### src/include/ic5_params.svh
// Constants for the interval counter channel: count limits, steps, reset levels.
// Assumes a 16-bit counting element and a four-digit BCD option.
`ifndef IC5_PARAMS_SVH
`define IC5_PARAMS_SVH

`define IC5_CNT_W      16
`define IC5_CNT_ZERO   16'h0000
`define IC5_CNT_ONE    16'h0001
`define IC5_CNT_TWO    16'h0002
`define IC5_BIN_TOP    16'hFFFF
`define IC5_BCD_TOP    16'h9999
`define IC5_EVEN_MASK  16'hFFFE
`define IC5_STEP_ONE   4'h1
`define IC5_STEP_TWO   4'h2
`define IC5_BCD_TEN    4'hA
`define IC5_OUT_RST    1'b1

`endif

### src/include/ic5_pkg.sv
// Types shared by the interval counter channel modules.
// Assumes ic5_params.svh is on the include path.
`include "ic5_params.svh"

package ic5_pkg;

  // ---------------------------------------------------------------
  // Counter modes, in programming order
  // ---------------------------------------------------------------
  typedef enum logic [2:0] {
    ic5_m_intr,
    ic5_m_oneshot,
    ic5_m_rate,
    ic5_m_square,
    ic5_m_swstb,
    ic5_m_hwstb
  } ic5_mode_e;

  typedef logic [`IC5_CNT_W-1:0] ic5_cnt_t;

endpackage : ic5_pkg

### src/include/ic5_ev_if.sv
// Event bundle from the edge sampler to the counter core.
// Assumes all members are driven in the core_clk domain.
`timescale 1ns/1ps
`default_nettype none

interface ic5_ev_if;
  logic tck_rise;
  logic tck_fall;
  logic trig_cap;
  logic trig_hit;
  logic gate_lvl;
  modport src (output tck_rise, tck_fall, trig_cap, trig_hit, gate_lvl);
  modport snk (input tck_rise, tck_fall, trig_cap, trig_hit, gate_lvl);
endinterface : ic5_ev_if

`default_nettype wire

### src/hw/ic5_top.sv
// One 16-bit down-counter channel of an interval timer, all six modes.
// Assumes control and count writes arrive as one-cycle strobes on core_clk,
// and that the counter clock and trigger input are synchronous to core_clk.
//
// How it works
// - Hardware strobe mode output starts high; loading waits for a trigger edge.
// - On expiry in hardware strobe mode output goes low for one pulse.
// - Load waits for the pulse after a trigger; strobe comes N+1 pulses later.
// - Each trigger reloads the count on the next pulse, restarting the delay.
// - Trigger level never drives the output directly in hardware strobe mode.
// - A new count mid-sequence waits for a trigger before it is loaded.
// - The trigger input is sampled on every counter clock rising edge.
// - In modes 0, 2, 3, 4 the sampled trigger level gates counting.
// - In modes 2 and 3 a low trigger stops counting, forces output high.
// - In modes 1, 2, 3, 5 a rising trigger edge reloads the count.
// - A catch flop holds each trigger edge until the next sampling edge.
// - A control write resets the channel and sets the mode's initial output.
// - Loading and decrementing happen only on the counter clock falling edge.
// - Count zero acts as the largest count, 65536 binary or 10000 BCD.
// - Modes 0, 1, 4, 5 wrap past zero to FFFF or 9999.
// - Modes 2 and 3 reload the initial count at the end of each period.
// - A pulse is a counter clock rising edge then a falling edge.
// - Loading copies the preset holding register into the counting element, bit 0 cleared in mode 3.
`timescale 1ns/1ps
`default_nettype none

`include "ic5_params.svh"

module ic5_top (
  input  wire logic                  core_clk,
  input  wire logic                  srst,
  input  wire logic                  cw_wr,
  input  wire logic [2:0]            cw_mode,
  input  wire logic                  cw_bcd,
  input  wire logic                  cnt_wr,
  input  wire logic [`IC5_CNT_W-1:0] cnt_data,
  input  wire logic                  tmr_clk,
  input  wire logic                  trig_in,
  output logic                       tmr_out,
  output logic      [`IC5_CNT_W-1:0] count_val
);

  // ---------------------------------------------------------------
  // State
  // ---------------------------------------------------------------
  ic5_pkg::ic5_mode_e mode_r;
  ic5_pkg::ic5_mode_e mode_in;
  ic5_pkg::ic5_cnt_t  preset_holding_reg_r;
  ic5_pkg::ic5_cnt_t  cnt_r;
  ic5_pkg::ic5_cnt_t  cnt_nxt;
  ic5_pkg::ic5_cnt_t  dec_res;
  logic               bcd_r;
  logic               out_r;
  logic               out_nxt;
  logic               have_cnt_r;
  logic               load_pend_r;
  logic               load_pend_nxt;
  logic               armed_r;
  logic               armed_nxt;
  logic               odd_hold_r;
  logic               hold_nxt;

  ic5_ev_if ev ();

  ic5_edge u_edge (
    .core_clk (core_clk),
    .srst     (srst),
    .tmr_clk  (tmr_clk),
    .trig_in  (trig_in),
    .cw_wr    (cw_wr),
    .ev       (ev.src)
  );

  // ---------------------------------------------------------------
  // Mode decode
  // ---------------------------------------------------------------
  // Codes 6 and 7 alias the periodic modes
  wire [2:0] mode_code = cw_mode[1] ? {1'b0, cw_mode[1:0]} : cw_mode;
  assign mode_in = ic5_pkg::ic5_mode_e'(mode_code);

  wire is_m5 = (mode_r == ic5_pkg::ic5_m_hwstb);
  wire mode23 = (mode_r == ic5_pkg::ic5_m_rate) || (mode_r == ic5_pkg::ic5_m_square);
  wire lvl_mode = (mode_r == ic5_pkg::ic5_m_intr) || (mode_r == ic5_pkg::ic5_m_swstb)
                  || mode23;
  wire edge_mode = (mode_r == ic5_pkg::ic5_m_oneshot) || is_m5 || mode23;
  wire sq_mode = (mode_r == ic5_pkg::ic5_m_square);
  // Software-loaded modes; periodic ones only take the first count this way
  wire sw_load = (mode_r == ic5_pkg::ic5_m_intr) || (mode_r == ic5_pkg::ic5_m_swstb)
                 || (mode23 && !have_cnt_r);

  // ---------------------------------------------------------------
  // Count control
  // ---------------------------------------------------------------
  wire cnt_en = lvl_mode ? ev.gate_lvl : 1'b1;
  wire trig_ld = edge_mode && ev.trig_hit && have_cnt_r;
  wire load_now = ev.tck_fall && (load_pend_r || trig_ld);
  wire dec_ok = ev.tck_fall && have_cnt_r && cnt_en && !load_now;
  wire dec_zero = (dec_res == `IC5_CNT_ZERO);
  wire odd_cnt = preset_holding_reg_r[0];
  // Odd square-wave counts load one less so the half steps stay even
  wire [`IC5_CNT_W-1:0] ld_val = sq_mode ? (preset_holding_reg_r & `IC5_EVEN_MASK)
                                         : preset_holding_reg_r;
  wire [3:0] step = sq_mode ? `IC5_STEP_TWO : `IC5_STEP_ONE;

  // Zero count needs no special case: the first step wraps to the top
  ic5_dec u_dec (
    .val  (cnt_r),
    .bcd  (bcd_r),
    .step (step),
    .res  (dec_res)
  );

  // ---------------------------------------------------------------
  // Next state per counter clock pulse
  // ---------------------------------------------------------------
  always_comb begin
    cnt_nxt       = cnt_r;
    out_nxt       = out_r;
    armed_nxt     = armed_r;
    hold_nxt      = odd_hold_r;
    load_pend_nxt = load_pend_r;
    if (load_now) begin
      load_pend_nxt = 1'b0;
    end
    if (ev.tck_fall) begin
      unique case (mode_r)
        ic5_pkg::ic5_m_intr: begin
          if (load_now) begin
            cnt_nxt = ld_val;
          end else if (dec_ok) begin
            cnt_nxt = dec_res;
            if (dec_zero) begin
              out_nxt = 1'b1;
            end
          end
        end
        ic5_pkg::ic5_m_oneshot: begin
          if (load_now) begin
            cnt_nxt   = ld_val;
            out_nxt   = 1'b0;
            armed_nxt = 1'b1;
          end else if (dec_ok) begin
            cnt_nxt = dec_res;
            if (dec_zero && armed_r) begin
              out_nxt   = 1'b1;
              armed_nxt = 1'b0;
            end
          end
        end
        ic5_pkg::ic5_m_rate: begin
          // A count of one would never leave the high phase
          if (load_now || (dec_ok && cnt_r == `IC5_CNT_ONE)) begin
            cnt_nxt = ld_val;
            out_nxt = 1'b1;
          end else if (dec_ok) begin
            cnt_nxt = dec_res;
            out_nxt = (dec_res != `IC5_CNT_ONE);
          end
        end
        ic5_pkg::ic5_m_square: begin
          if (load_now) begin
            cnt_nxt  = ld_val;
            out_nxt  = 1'b1;
            hold_nxt = 1'b0;
          end else if (dec_ok && cnt_r == `IC5_CNT_TWO) begin
            // Odd counts stretch the high half by one pulse
            if (odd_cnt && out_r && !odd_hold_r) begin
              hold_nxt = 1'b1;
            end else begin
              cnt_nxt  = ld_val;
              out_nxt  = ~out_r;
              hold_nxt = 1'b0;
            end
          end else if (dec_ok) begin
            cnt_nxt = dec_res;
          end
        end
        ic5_pkg::ic5_m_swstb,
        ic5_pkg::ic5_m_hwstb: begin
          if (!out_r) begin
            out_nxt = 1'b1;
          end
          if (load_now) begin
            cnt_nxt   = ld_val;
            armed_nxt = 1'b1;
          end else if (dec_ok) begin
            cnt_nxt = dec_res;
            if (dec_zero && armed_r) begin
              out_nxt   = 1'b0;
              armed_nxt = 1'b0;
            end
          end
        end
        default: begin
          cnt_nxt = cnt_r;
        end
      endcase
    end
    // Gate low wins over any pulse in the periodic modes
    if (mode23 && !trig_in) begin
      out_nxt = 1'b1;
    end
    if (cnt_wr && sw_load) begin
      load_pend_nxt = 1'b1;
    end
    if (cnt_wr && mode_r == ic5_pkg::ic5_m_intr) begin
      out_nxt = 1'b0;
    end
  end

  // ---------------------------------------------------------------
  // Registers
  // ---------------------------------------------------------------
  always_ff @(posedge core_clk) begin
    if (srst) begin
      mode_r               <= ic5_pkg::ic5_m_intr;
      bcd_r                <= 1'b0;
      preset_holding_reg_r <= `IC5_CNT_ZERO;
      cnt_r                <= `IC5_CNT_ZERO;
      out_r                <= `IC5_OUT_RST;
      have_cnt_r           <= 1'b0;
      load_pend_r          <= 1'b0;
      armed_r              <= 1'b0;
      odd_hold_r           <= 1'b0;
    end else if (cw_wr) begin
      mode_r      <= mode_in;
      bcd_r       <= cw_bcd;
      out_r       <= (mode_in != ic5_pkg::ic5_m_intr);
      have_cnt_r  <= 1'b0;
      load_pend_r <= 1'b0;
      armed_r     <= 1'b0;
      odd_hold_r  <= 1'b0;
    end else begin
      // A write only fills the preset; the running count is untouched
      if (cnt_wr) begin
        preset_holding_reg_r <= cnt_data;
        have_cnt_r           <= 1'b1;
      end
      cnt_r       <= cnt_nxt;
      out_r       <= out_nxt;
      load_pend_r <= load_pend_nxt;
      armed_r     <= armed_nxt;
      odd_hold_r  <= hold_nxt;
    end
  end

  assign tmr_out   = out_r;
  assign count_val = cnt_r;

  // ---------------------------------------------------------------
  // Checks
  // ---------------------------------------------------------------
  a_cw_out_init: assert property (
    @(posedge core_clk) disable iff (srst)
    cw_wr |=> (out_r == (mode_r != ic5_pkg::ic5_m_intr)))
    else $error("control write did not set initial output");

  a_strobe_low_hold: assert property (
    @(posedge core_clk) disable iff (srst)
    is_m5 && !out_r && !ev.tck_fall && !cw_wr |=> !out_r)
    else $error("strobe ended before the pulse finished");

  a_strobe_one_pulse: assert property (
    @(posedge core_clk) disable iff (srst)
    is_m5 && !out_r && ev.tck_fall && !cw_wr |=> out_r)
    else $error("strobe lasted more than one pulse");

  a_load_after_trig: assert property (
    @(posedge core_clk) disable iff (srst)
    is_m5 && load_now |-> ev.trig_hit)
    else $error("hardware strobe loaded without a trigger");

  a_retrig_reload: assert property (
    @(posedge core_clk) disable iff (srst)
    is_m5 && ev.tck_fall && ev.trig_hit && have_cnt_r && !cw_wr
    |=> cnt_r == $past(preset_holding_reg_r))
    else $error("trigger did not reload the preset");

  a_gate_no_out: assert property (
    @(posedge core_clk) disable iff (srst)
    is_m5 && !ev.tck_fall && !cw_wr |=> $stable(out_r))
    else $error("output moved between counter clock pulses");

  a_trig_caught: assert property (
    @(posedge core_clk) disable iff (srst)
    $rose(trig_in) && !cw_wr |=> ev.trig_cap || ev.trig_hit)
    else $error("trigger edge was not caught");

  a_fall_only: assert property (
    @(posedge core_clk) disable iff (srst)
    !ev.tck_fall |=> $stable(cnt_r))
    else $error("count changed off the falling edge");

  a_gate_forces_high: assert property (
    @(posedge core_clk) disable iff (srst)
    mode23 && !trig_in && !cw_wr |=> out_r)
    else $error("low gate did not force output high");

  a_gate_level_hold: assert property (
    @(posedge core_clk) disable iff (srst)
    lvl_mode && ev.tck_fall && !ev.gate_lvl && !load_now && !cw_wr
    |=> $stable(cnt_r))
    else $error("counted while gate level was low");

  a_wrap_top: assert property (
    @(posedge core_clk) disable iff (srst)
    is_m5 && dec_ok && cnt_r == `IC5_CNT_ZERO && !cw_wr
    |=> cnt_r == (bcd_r ? `IC5_BCD_TOP : `IC5_BIN_TOP))
    else $error("count did not wrap to the top value");

  a_rate_reload: assert property (
    @(posedge core_clk) disable iff (srst)
    mode_r == ic5_pkg::ic5_m_rate && dec_ok && cnt_r == `IC5_CNT_ONE && !cw_wr
    |=> cnt_r == $past(preset_holding_reg_r))
    else $error("rate mode did not reload at period end");

endmodule : ic5_top

`default_nettype wire

### src/hw/ic5_edge.sv
// Samples the counter clock and trigger input, and holds the trigger catch flop.
// Assumes tmr_clk and trig_in are synchronous to core_clk.
`timescale 1ns/1ps
`default_nettype none

module ic5_edge (
  input  wire logic core_clk,
  input  wire logic srst,
  input  wire logic tmr_clk,
  input  wire logic trig_in,
  input  wire logic cw_wr,
  ic5_ev_if.src     ev
);

  logic tck_d_r;
  logic trig_d_r;
  logic trig_cap_r;
  logic trig_hit_r;
  logic gate_lvl_r;

  wire trig_rise = trig_in & ~trig_d_r;

  // ---------------------------------------------------------------
  // Counter clock pulse edges
  // ---------------------------------------------------------------
  assign ev.tck_rise = tmr_clk & ~tck_d_r;
  assign ev.tck_fall = ~tmr_clk & tck_d_r;
  assign ev.trig_cap = trig_cap_r;
  assign ev.trig_hit = trig_hit_r;
  assign ev.gate_lvl = gate_lvl_r;

  always_ff @(posedge core_clk) begin
    if (srst || cw_wr) begin
      tck_d_r    <= tmr_clk & ~srst;
      trig_d_r   <= trig_in & ~srst;
      trig_cap_r <= 1'b0;
      trig_hit_r <= 1'b0;
      gate_lvl_r <= 1'b0;
    end else begin
      tck_d_r  <= tmr_clk;
      trig_d_r <= trig_in;
      // Edge arriving with the sampling edge goes straight to the hit flop
      if (trig_rise && !ev.tck_rise) begin
        trig_cap_r <= 1'b1;
      end else if (ev.tck_rise) begin
        trig_cap_r <= 1'b0;
      end
      if (ev.tck_rise) begin
        trig_hit_r <= trig_cap_r | trig_rise;
        gate_lvl_r <= trig_in;
      end else if (ev.tck_fall) begin
        trig_hit_r <= 1'b0;
      end
    end
  end

endmodule : ic5_edge

`default_nettype wire

### src/hw/ic5_dec.sv
// Down-step of the counting element in binary or four-digit BCD.
// Assumes step is one or two; wraps below zero to the top count.
`timescale 1ns/1ps
`default_nettype none

`include "ic5_params.svh"

module ic5_dec (
  input  wire logic [`IC5_CNT_W-1:0] val,
  input  wire logic                  bcd,
  input  wire logic [3:0]            step,
  output logic      [`IC5_CNT_W-1:0] res
);

  localparam int DIGITS = `IC5_CNT_W / 4;

  function automatic logic [4:0] ic5_bcd_sub(input logic [3:0] d, input logic [3:0] s);
    logic [4:0] t;
    t = {1'b0, d} - {1'b0, s};
    ic5_bcd_sub = t[4] ? {1'b1, 4'(t[3:0] + `IC5_BCD_TEN)} : {1'b0, t[3:0]};
  endfunction : ic5_bcd_sub

  logic [`IC5_CNT_W-1:0] bcd_res;
  logic [3:0]            sub_v;
  logic [4:0]            dig;

  always_comb begin
    bcd_res = '0;
    sub_v   = step;
    dig     = '0;
    for (int i = 0; i < DIGITS; i++) begin
      dig                = ic5_bcd_sub(val[i*4 +: 4], sub_v);
      bcd_res[i*4 +: 4]  = dig[3:0];
      sub_v              = {3'h0, dig[4]};
    end
  end

  // Borrow out of the top digit is dropped so zero wraps to the top count
  assign res = bcd ? bcd_res : val - `IC5_CNT_W'(step);

endmodule : ic5_dec

`default_nettype wire

### config.mk
export PLATFORM = sky130hd
export DESIGN_NAME = ic5_top
export DESIGN_NICKNAME = d
export VERILOG_FILES = /design/src/include/ic5_pkg.sv /design/src/include/ic5_ev_if.sv /design/src/hw/ic5_top.sv /design/src/hw/ic5_edge.sv /design/src/hw/ic5_dec.sv
export VERILOG_INCLUDE_DIRS = /design/src /design/src/include
export SDC_FILE = /design/constraint.sdc
export NUM_CORES = 1
export LEC_CHECK = 0
export BUFFER_PORTS_ARGS = -buffer_cell sky130_fd_sc_hd__buf_2
export CAP_MARGIN = 20
export CORE_UTILIZATION = 40
export DETAILED_ROUTE_END_ITERATION = 8
export GPL_TIMING_DRIVEN = 0
export HOLD_SLACK_MARGIN = 0.1
export SKIP_LAST_GASP = 1
export SLEW_MARGIN = 20
export SYNTH_ARGS = -nofsm -noshare
export SYNTH_HDL_FRONTEND = slang
export SYNTH_SLANG_ARGS = --single-unit
### constraint.sdc
create_clock -name core_clk -period 7.6 [get_ports core_clk]
set_clock_uncertainty 0.15 [all_clocks]
set_input_delay 0.76 -clock core_clk [delete_from_list [all_inputs] [get_ports core_clk]]
set_output_delay 0.76 -clock core_clk [all_outputs]
set_load 0.005 [all_outputs]
# After elaboration in Yosys (flattened, before gate mapping)
# Index checks and enable logic that the tools add are counted.
# W data, S select, Z words.
totals:
  reg_bits: 46
  in_bits: 26
  output_inout_bits: 17
  wordCells: 152
classes:
  addsub: 9
  n_eq_ne: 17
  mux: 49
  n_bitwise: 12
  reduce_logical: 51
ops:
  columns: ["operator", "n"]
  rows:
  - ["$mux W16", 7]
  - ["$pmux W16 S3", 1]
  - ["$mux W1", 34]
  - ["$add A4 B4 Y4 const B", 4]
  - ["$eq A16 B1 Y1 const B", 1]
  - ["$eq A16 B2 Y1 const B", 1]
  - ["$logic_and A1 B1 Y1", 16]
  - ["$logic_not A16 Y1", 1]
  - ["$ne A16 B1 Y1 const B", 1]
  - ["$sub A16 B2 Y16", 1]
  - ["$mux W5", 3]
  - ["$ne A5 B3 Y1 const B", 3]
  - ["$sub A4 B1 Y5", 3]
  - ["$ne A6 B3 Y1 const B", 2]
  - ["$ne A6 B4 Y1 const B", 2]
  - ["$reduce_bool A2 Y1", 6]
  - ["$reduce_and A10 Y1", 1]
  - ["$logic_or A1 B1 Y1", 9]
  - ["$reduce_and A4 Y1", 2]
  - ["$reduce_bool A8 Y1", 1]
  - ["$eq A3 B2 Y1 const B", 2]
  - ["$eq A3 B3 Y1 const B", 2]
  - ["$ne A6 B2 Y1 const B", 1]
  - ["$not A1 Y1", 6]
  - ["other kinds (18)", 28]

# Longest topological paths before layout
logic_depth:
  depth_word: 25
  ltp_mapped: 25
  depth_no_buf: 25

# Hierarchy
# From an unflattened synthesis, not the netlist that was laid out.
hier_totals:
  cells_unflattened: 452
  area_unflattened_um2: 3538.4
by_module_without_submodules:
  columns: ["module", "instances", "cells_per_inst", "area_per_inst_um2", "seq_area_each_um2"]
  rows:
  - ["ic5_top", 1, 290, 2308.5, 820.8]
  - ["ic5_dec", 1, 143, 1034.7, 0.0]
  - ["ic5_edge", 1, 19, 195.2, 100.1]

# Least setup slack after synthesis
# Ideal clock, no wire load.
synth_timing:
  path_type: "register -> register"
  start: "register mode_r[2]"
  end: "register out_r, in the netlist tmr_out"
  setup_time_ps: 134
  arrival_ps: 5005
  required_ps: 7316
  path_slack_ps: 2311
  path_stages_with_launch: 26
  n_path_buf: 1
  synth_period_minus_slack_ps: 5289
  path_cell_list: "dfxtp_1 -> buf_2 -> nor2_1 -> nand2_1 -> ha_1 -> inv_1 -> fa_1 -> nor3_4 -> ha_1 -> ha_1 -> nor3b_2 -> ha_1 -> ha_1 -> nor3b_1 -> ha_1 -> ha_1 -> xor2_1 -> ha_1 -> nor2b_1 -> a311oi_1 -> a31oi_1 -> nand4_1 -> and3_4 -> nand4b_4 -> a2111oi_4 -> a22oi_2"
synth_via:
  elab_chain_cells: 22
  word_cells_on_any_way: 66
  cone_classes: "add/sub (9); eq/ne (14); mux (19); reduce/logical (24)"
synth_rtl:
  columns: ["item", "line_no", "text"]
  rows:
  - ["start, declared", "ic5_top.sv:46", "ic5_pkg::ic5_mode_e mode_r;"]
  - ["start signal, assigned", "ic5_top.sv:216", "mode_r <= ic5_pkg::ic5_m_intr;"]
  - ["start signal, assigned", "ic5_top.sv:226", "mode_r <= mode_in;"]
  - ["$eq A3 B2 Y1", "ic5_top.sv:82, ic5_top.sv:86, ic5_top.sv:126", null]
  - ["$mux W2 (no line)", null, null]
  - ["$sub A4 B2 Y5", "ic5_dec.sv:19", "t = {1'b0, d} - {1'b0, s};"]
  - ["$mux W5", "ic5_dec.sv:20", "ic5_bcd_sub = t[4] ? {1'b1, 4'(t[3:0] + `IC5_BCD_TEN)} : {1'b0, t[3:0]};"]
  - ["$sub A4 B1 Y5", "ic5_dec.sv:19", null]
  - ["$mux W5", "ic5_dec.sv:20", null]
  - ["$sub A4 B1 Y5", "ic5_dec.sv:19", null]
  - ["$mux W5", "ic5_dec.sv:20", null]
  - ["[... 6 more ...]", null, null]
  - ["$mux W1", "ic5_top.sv:188", "if (dec_zero && armed_r) begin"]
  - ["$mux W1", "ic5_top.sv:186", "end else if (dec_ok) begin"]
  - ["$mux W1", "ic5_top.sv:183", "if (load_now) begin"]
  - ["$pmux W1 S5", "ic5_top.sv:126", "unique case (mode_r)"]
  - ["$mux W1", "ic5_top.sv:125", "if (ev.tck_fall) begin"]
  - ["$mux W1", "ic5_top.sv:200", "if (mode23 && !trig_in) begin"]
  - ["$mux W1", "ic5_top.sv:206", "if (cnt_wr && mode_r == ic5_pkg::ic5_m_intr) begin"]
  - ["$mux W1", "ic5_top.sv:225", "end else if (cw_wr) begin"]
  - ["end signal, assigned", "ic5_top.sv:220", "out_r <= `IC5_OUT_RST;"]
  - ["end signal, assigned", "ic5_top.sv:228", "out_r <= (mode_in != ic5_pkg::ic5_m_intr);"]
  - ["end signal, assigned", "ic5_top.sv:240", "out_r <= out_nxt;"]
  - ["end, declared", "ic5_top.sv:53", "logic out_r;"]
# Parallel ways exist; a longest one is shown, timed or not. The select of a mux whose other input is x is not followed.
# A chain may end at the register's enable or synchronous reset.

# Final worst setup path
# Same ends and word-level chain as after synthesis.

==> reports/results.tsv <==
stage	metric	value	unit
run_status	status	finished clean	
logic_synthesis	ys flop type	dfxtp_1	
placement	Port Buffer Count	42	
die	die area	0.008734	mm^2
timing	min Tclk post-route	6.212	ns
pwr	LEAKAGE	0.001507	uW
cells_and_area	Area Overhead vs Synth	13.50	%
routing	DR WL/cell	15.72	um
logic_synthesis	Gate Count Post-Synth	449	
die	core box area	0.007888	mm^2
timing	Slew Limit Fails	0	
grt	antenna violations before repair	0	
worst_setup_path	FF-to-FF setup slack	1.39	ns
logic_synthesis	post-synthesis compound-gate area fraction	24.20	%
pwr	Max rail drop VDD	0.1047	mV
logic_synthesis	average cell area after synthesis	7.451	um^2
grt	largest net degree at the start of global routing	15	
routing	DRT antenna net count	0	
worst_setup_path	Critical Path AT	6.25	ns
routing	initial DRC count	183	
logic_synthesis	Post-Syn Nets	490	
timing	period utilization	81.73	%
logic_synthesis	asr flop ratio synth	0	%
pwr	Pwr Density	142.0	mW/mm^2
logic_synthesis	mux contribution to synthesized area	3.029	%
worst_setup_path	critical path endpoint category	flip-flop	
timing	Max Clock Freq	0.1610	GHz
routing	total DRC errors in the routed layout	0	
cells_and_area	area occupied by multi-input gates	0.002198	mm^2
worst_setup_path	Startpoint Class	flip-flop	
grt	Overall Global Routing Usage	22.24	%
die	die width	93.46	um
placement	HPWL Detailed	7.238	mm
grt	vias in the first global route	3164	
logic_synthesis	Post-Synth Adder-Cell Area	5.834	%
routing	DR vias/cell	5.664	
clock_network	number of setup buffers added after CTS	0	
logic_synthesis	register area share after synthesis	27.52	%
routing	Pre-Repair DR Iteration Count	4	
clock_network	CTS Buffer Depth	2	
logic_synthesis	EDFF count, synth	0	
grt	gr ovfl total	0	
cells_and_area	Nets	539	
die	initial core utilization	42.42	%
logic_synthesis	synthesized area	0.003346	mm^2
clock_network	Clk Latency, worst-skew pair	0.31	ns
die	row cnt	32	
die	Top Ports	43	
cells_and_area	fillers	822	
run	max cap viols	0	
logic_synthesis	Post-Synth Simple-Gate Area	29.09	%
timing	# setup viols final	0	
timing	Worst-Margin Slew	0.7282	ns
die	DIE HEIGHT	93.46	um
clock_network	htree depth	2	
placement	cell total after placement	593	
clock_network	CTS buffer count	5	
cells_and_area	Layout Cells excl Fill	601	
logic_synthesis	Post-Synth XOR/XNOR Area	3.403	%
placement	Final GP Congestion	0.9050	
cells_and_area	share of post-route cells with drive strength above 1	15.43	%
clock_network	post-CTS sizing	0	
worst_setup_path	Worst Path Required	7.64	ns
timing	RSZ-0062 raised after global routing	no	
clock_network	Sink Count	46	
timing	Relative slew margins	51.19	%
clock_network	TritonCTS clock tree	yes	
clock_network	CTS clk-pin slew, worst paths	0.09	ns
timing	setup TNS	0	ns
logic_synthesis	Synth cell types	67	
cells_and_area	n_diodes	0	
logic_synthesis	number of synthesized register bits	46	
routing	Total Wirelength	9.446	mm
min_path	Worst Hold Class	flip-flop to flip-flop	
grt	first-pass GRT wire length	15.39	mm
clock_network	CTS hold repair buffers	0	
worst_setup_path	Crit Path Max Fanout	10	
logic_synthesis	largest family of logic cells by synthesized area	simple AND/OR/NAND/NOR gates	
logic_synthesis	Ys Warns	0	
worst_setup_path	kind of critical path	flip-flop to flip-flop	
clock_network	root buffer cell	clkbuf_8	
routing	via count	3404	
cells_and_area	Register Area	920.9	um^2
timing	Fin. Hold Viols	0	
logic make-up (layout without fill, tap and decap cells):
group                    after synthesis  after routing
AO/OA/AOI/OAI                        121            121
XOR/XNOR                              13             13
adder cells (fa/ha/maj)               15             15
buffers and inverters                 57            107
flip-flops                            46             46
multiplexers                          10             10
AND/OR/NAND/NOR                      187            187
final timing paths:
kind / startpoint / end / depth (start not counted)
worst max-delay path: mode_r[2]$_SDFFE_PP0P_ / tmr_out$_SDFFE_PP1P_ / 25
worst min-delay path: preset_holding_reg_r[14]$_SDFFE_PP0P_ / preset_holding_reg_r[14]$_SDFFE_PP0P_ / 2
worst max register to register: mode_r[2]$_SDFFE_PP0P_ / tmr_out$_SDFFE_PP1P_ / 25
worst min register to register: preset_holding_reg_r[14]$_SDFFE_PP0P_ / preset_holding_reg_r[14]$_SDFFE_PP0P_ / 2
where the power goes:
part           switching [uW]  total, uW  internal (uW)
registers                5.56        254            248
clock network            87.4        184           97.0
logic                    59.6        101           41.5
total                     153        539            387
metal layers:
| metal | track usage, % | share of wire, % | vias to the layer above |
|---|---|---|---|
| met5 | 0 | 0 | - |
| met2 | 35.42 | 44 | 100 |
| met3 | 3.008 | 5.5 | 13 |
| met1 | 31.08 | 49 | 1594 |
| met4 | 6.667 | 1.6 | 0 |
| li1 | - | - | 1697 |
Yosys cell counts (all sizes together) (10+ instances only):
library cell / number / area, um^2
clkbuf: 24 / 90.09
inv: 24 / 90.09
nand2: 58 / 217.7
nor3: 15 / 91.34
nand3: 10 / 50.05
o22ai: 10 / 62.56
a31oi: 14 / 87.58
dfxtp: 46 / 920.9
o21ai: 18 / 90.09
nor2: 49 / 183.9
ha: 14 / 175.2
a21oi: 36 / 180.2
cells in the final DEF, fill, tap and decap left out, drive strengths merged, types with 14 or more instances in the layout:
cell type	n
nor3	15
o21ai	18
inv	24
nand2	58
a21oi	36
nor2	49
a31oi	14
dfxtp	46
buf	51
ha	14
clkbuf	29
final cells by class:
class | count | share of cell area, %
buffer | 33 | 3.723
clock buffer | 5 | 1.812
clock inverter | 3 | 1.054
inverter | 24 | 2.372
multi-input combinational | 346 | 57.89
sequential | 46 | 24.25
tap | 102 | 3.361
timing repair buffer | 42 | 5.535
worst max-delay path: stages, from the launching register on:
cell       delay, ns
dfxtp_1         0.33
buf_2           0.20
nor2_1          0.10
nand2_1         0.30
ha_1            0.28
inv_1           0.07
fa_1            0.49
nor3_4          0.25
ha_1            0.23
ha_1            0.24
nor3b_2         0.25
ha_1            0.22
ha_1            0.25
nor3b_1         0.38
ha_1            0.29
ha_1            0.28
xor2_1          0.21
ha_1            0.20
nor2b_1         0.06
a311oi_1        0.25
a31oi_1         0.08
nand4_1         0.16
and3_4          0.24
nand4b_4        0.14
a2111oi_4       0.37
a22oi_2         0.08
through the flow:
stage / util [%] / total power (uW) / hold WS [ns] / instance area [um^2] / worst slack [ns]
2_1_floorplan: - / 329.7 / 0.2832 / 3346 / 2.311
6_report: 48.14 / 539.4 / 0.3144 / 3797 / 1.388
5_1_grt: 48.14 / 563.9 / 0.3382 / 3797 / 0.9248
3_3_place_gp: 46.70 / 357.3 / 0.2967 / 3684 / 1.534
4_1_cts: 48.14 / 541.6 / 0.3176 / 3797 / 1.397
3_5_place_dp: 46.76 / 359.4 / 0.3037 / 3689 / 1.438
Power figures use the tool's default switching activity.
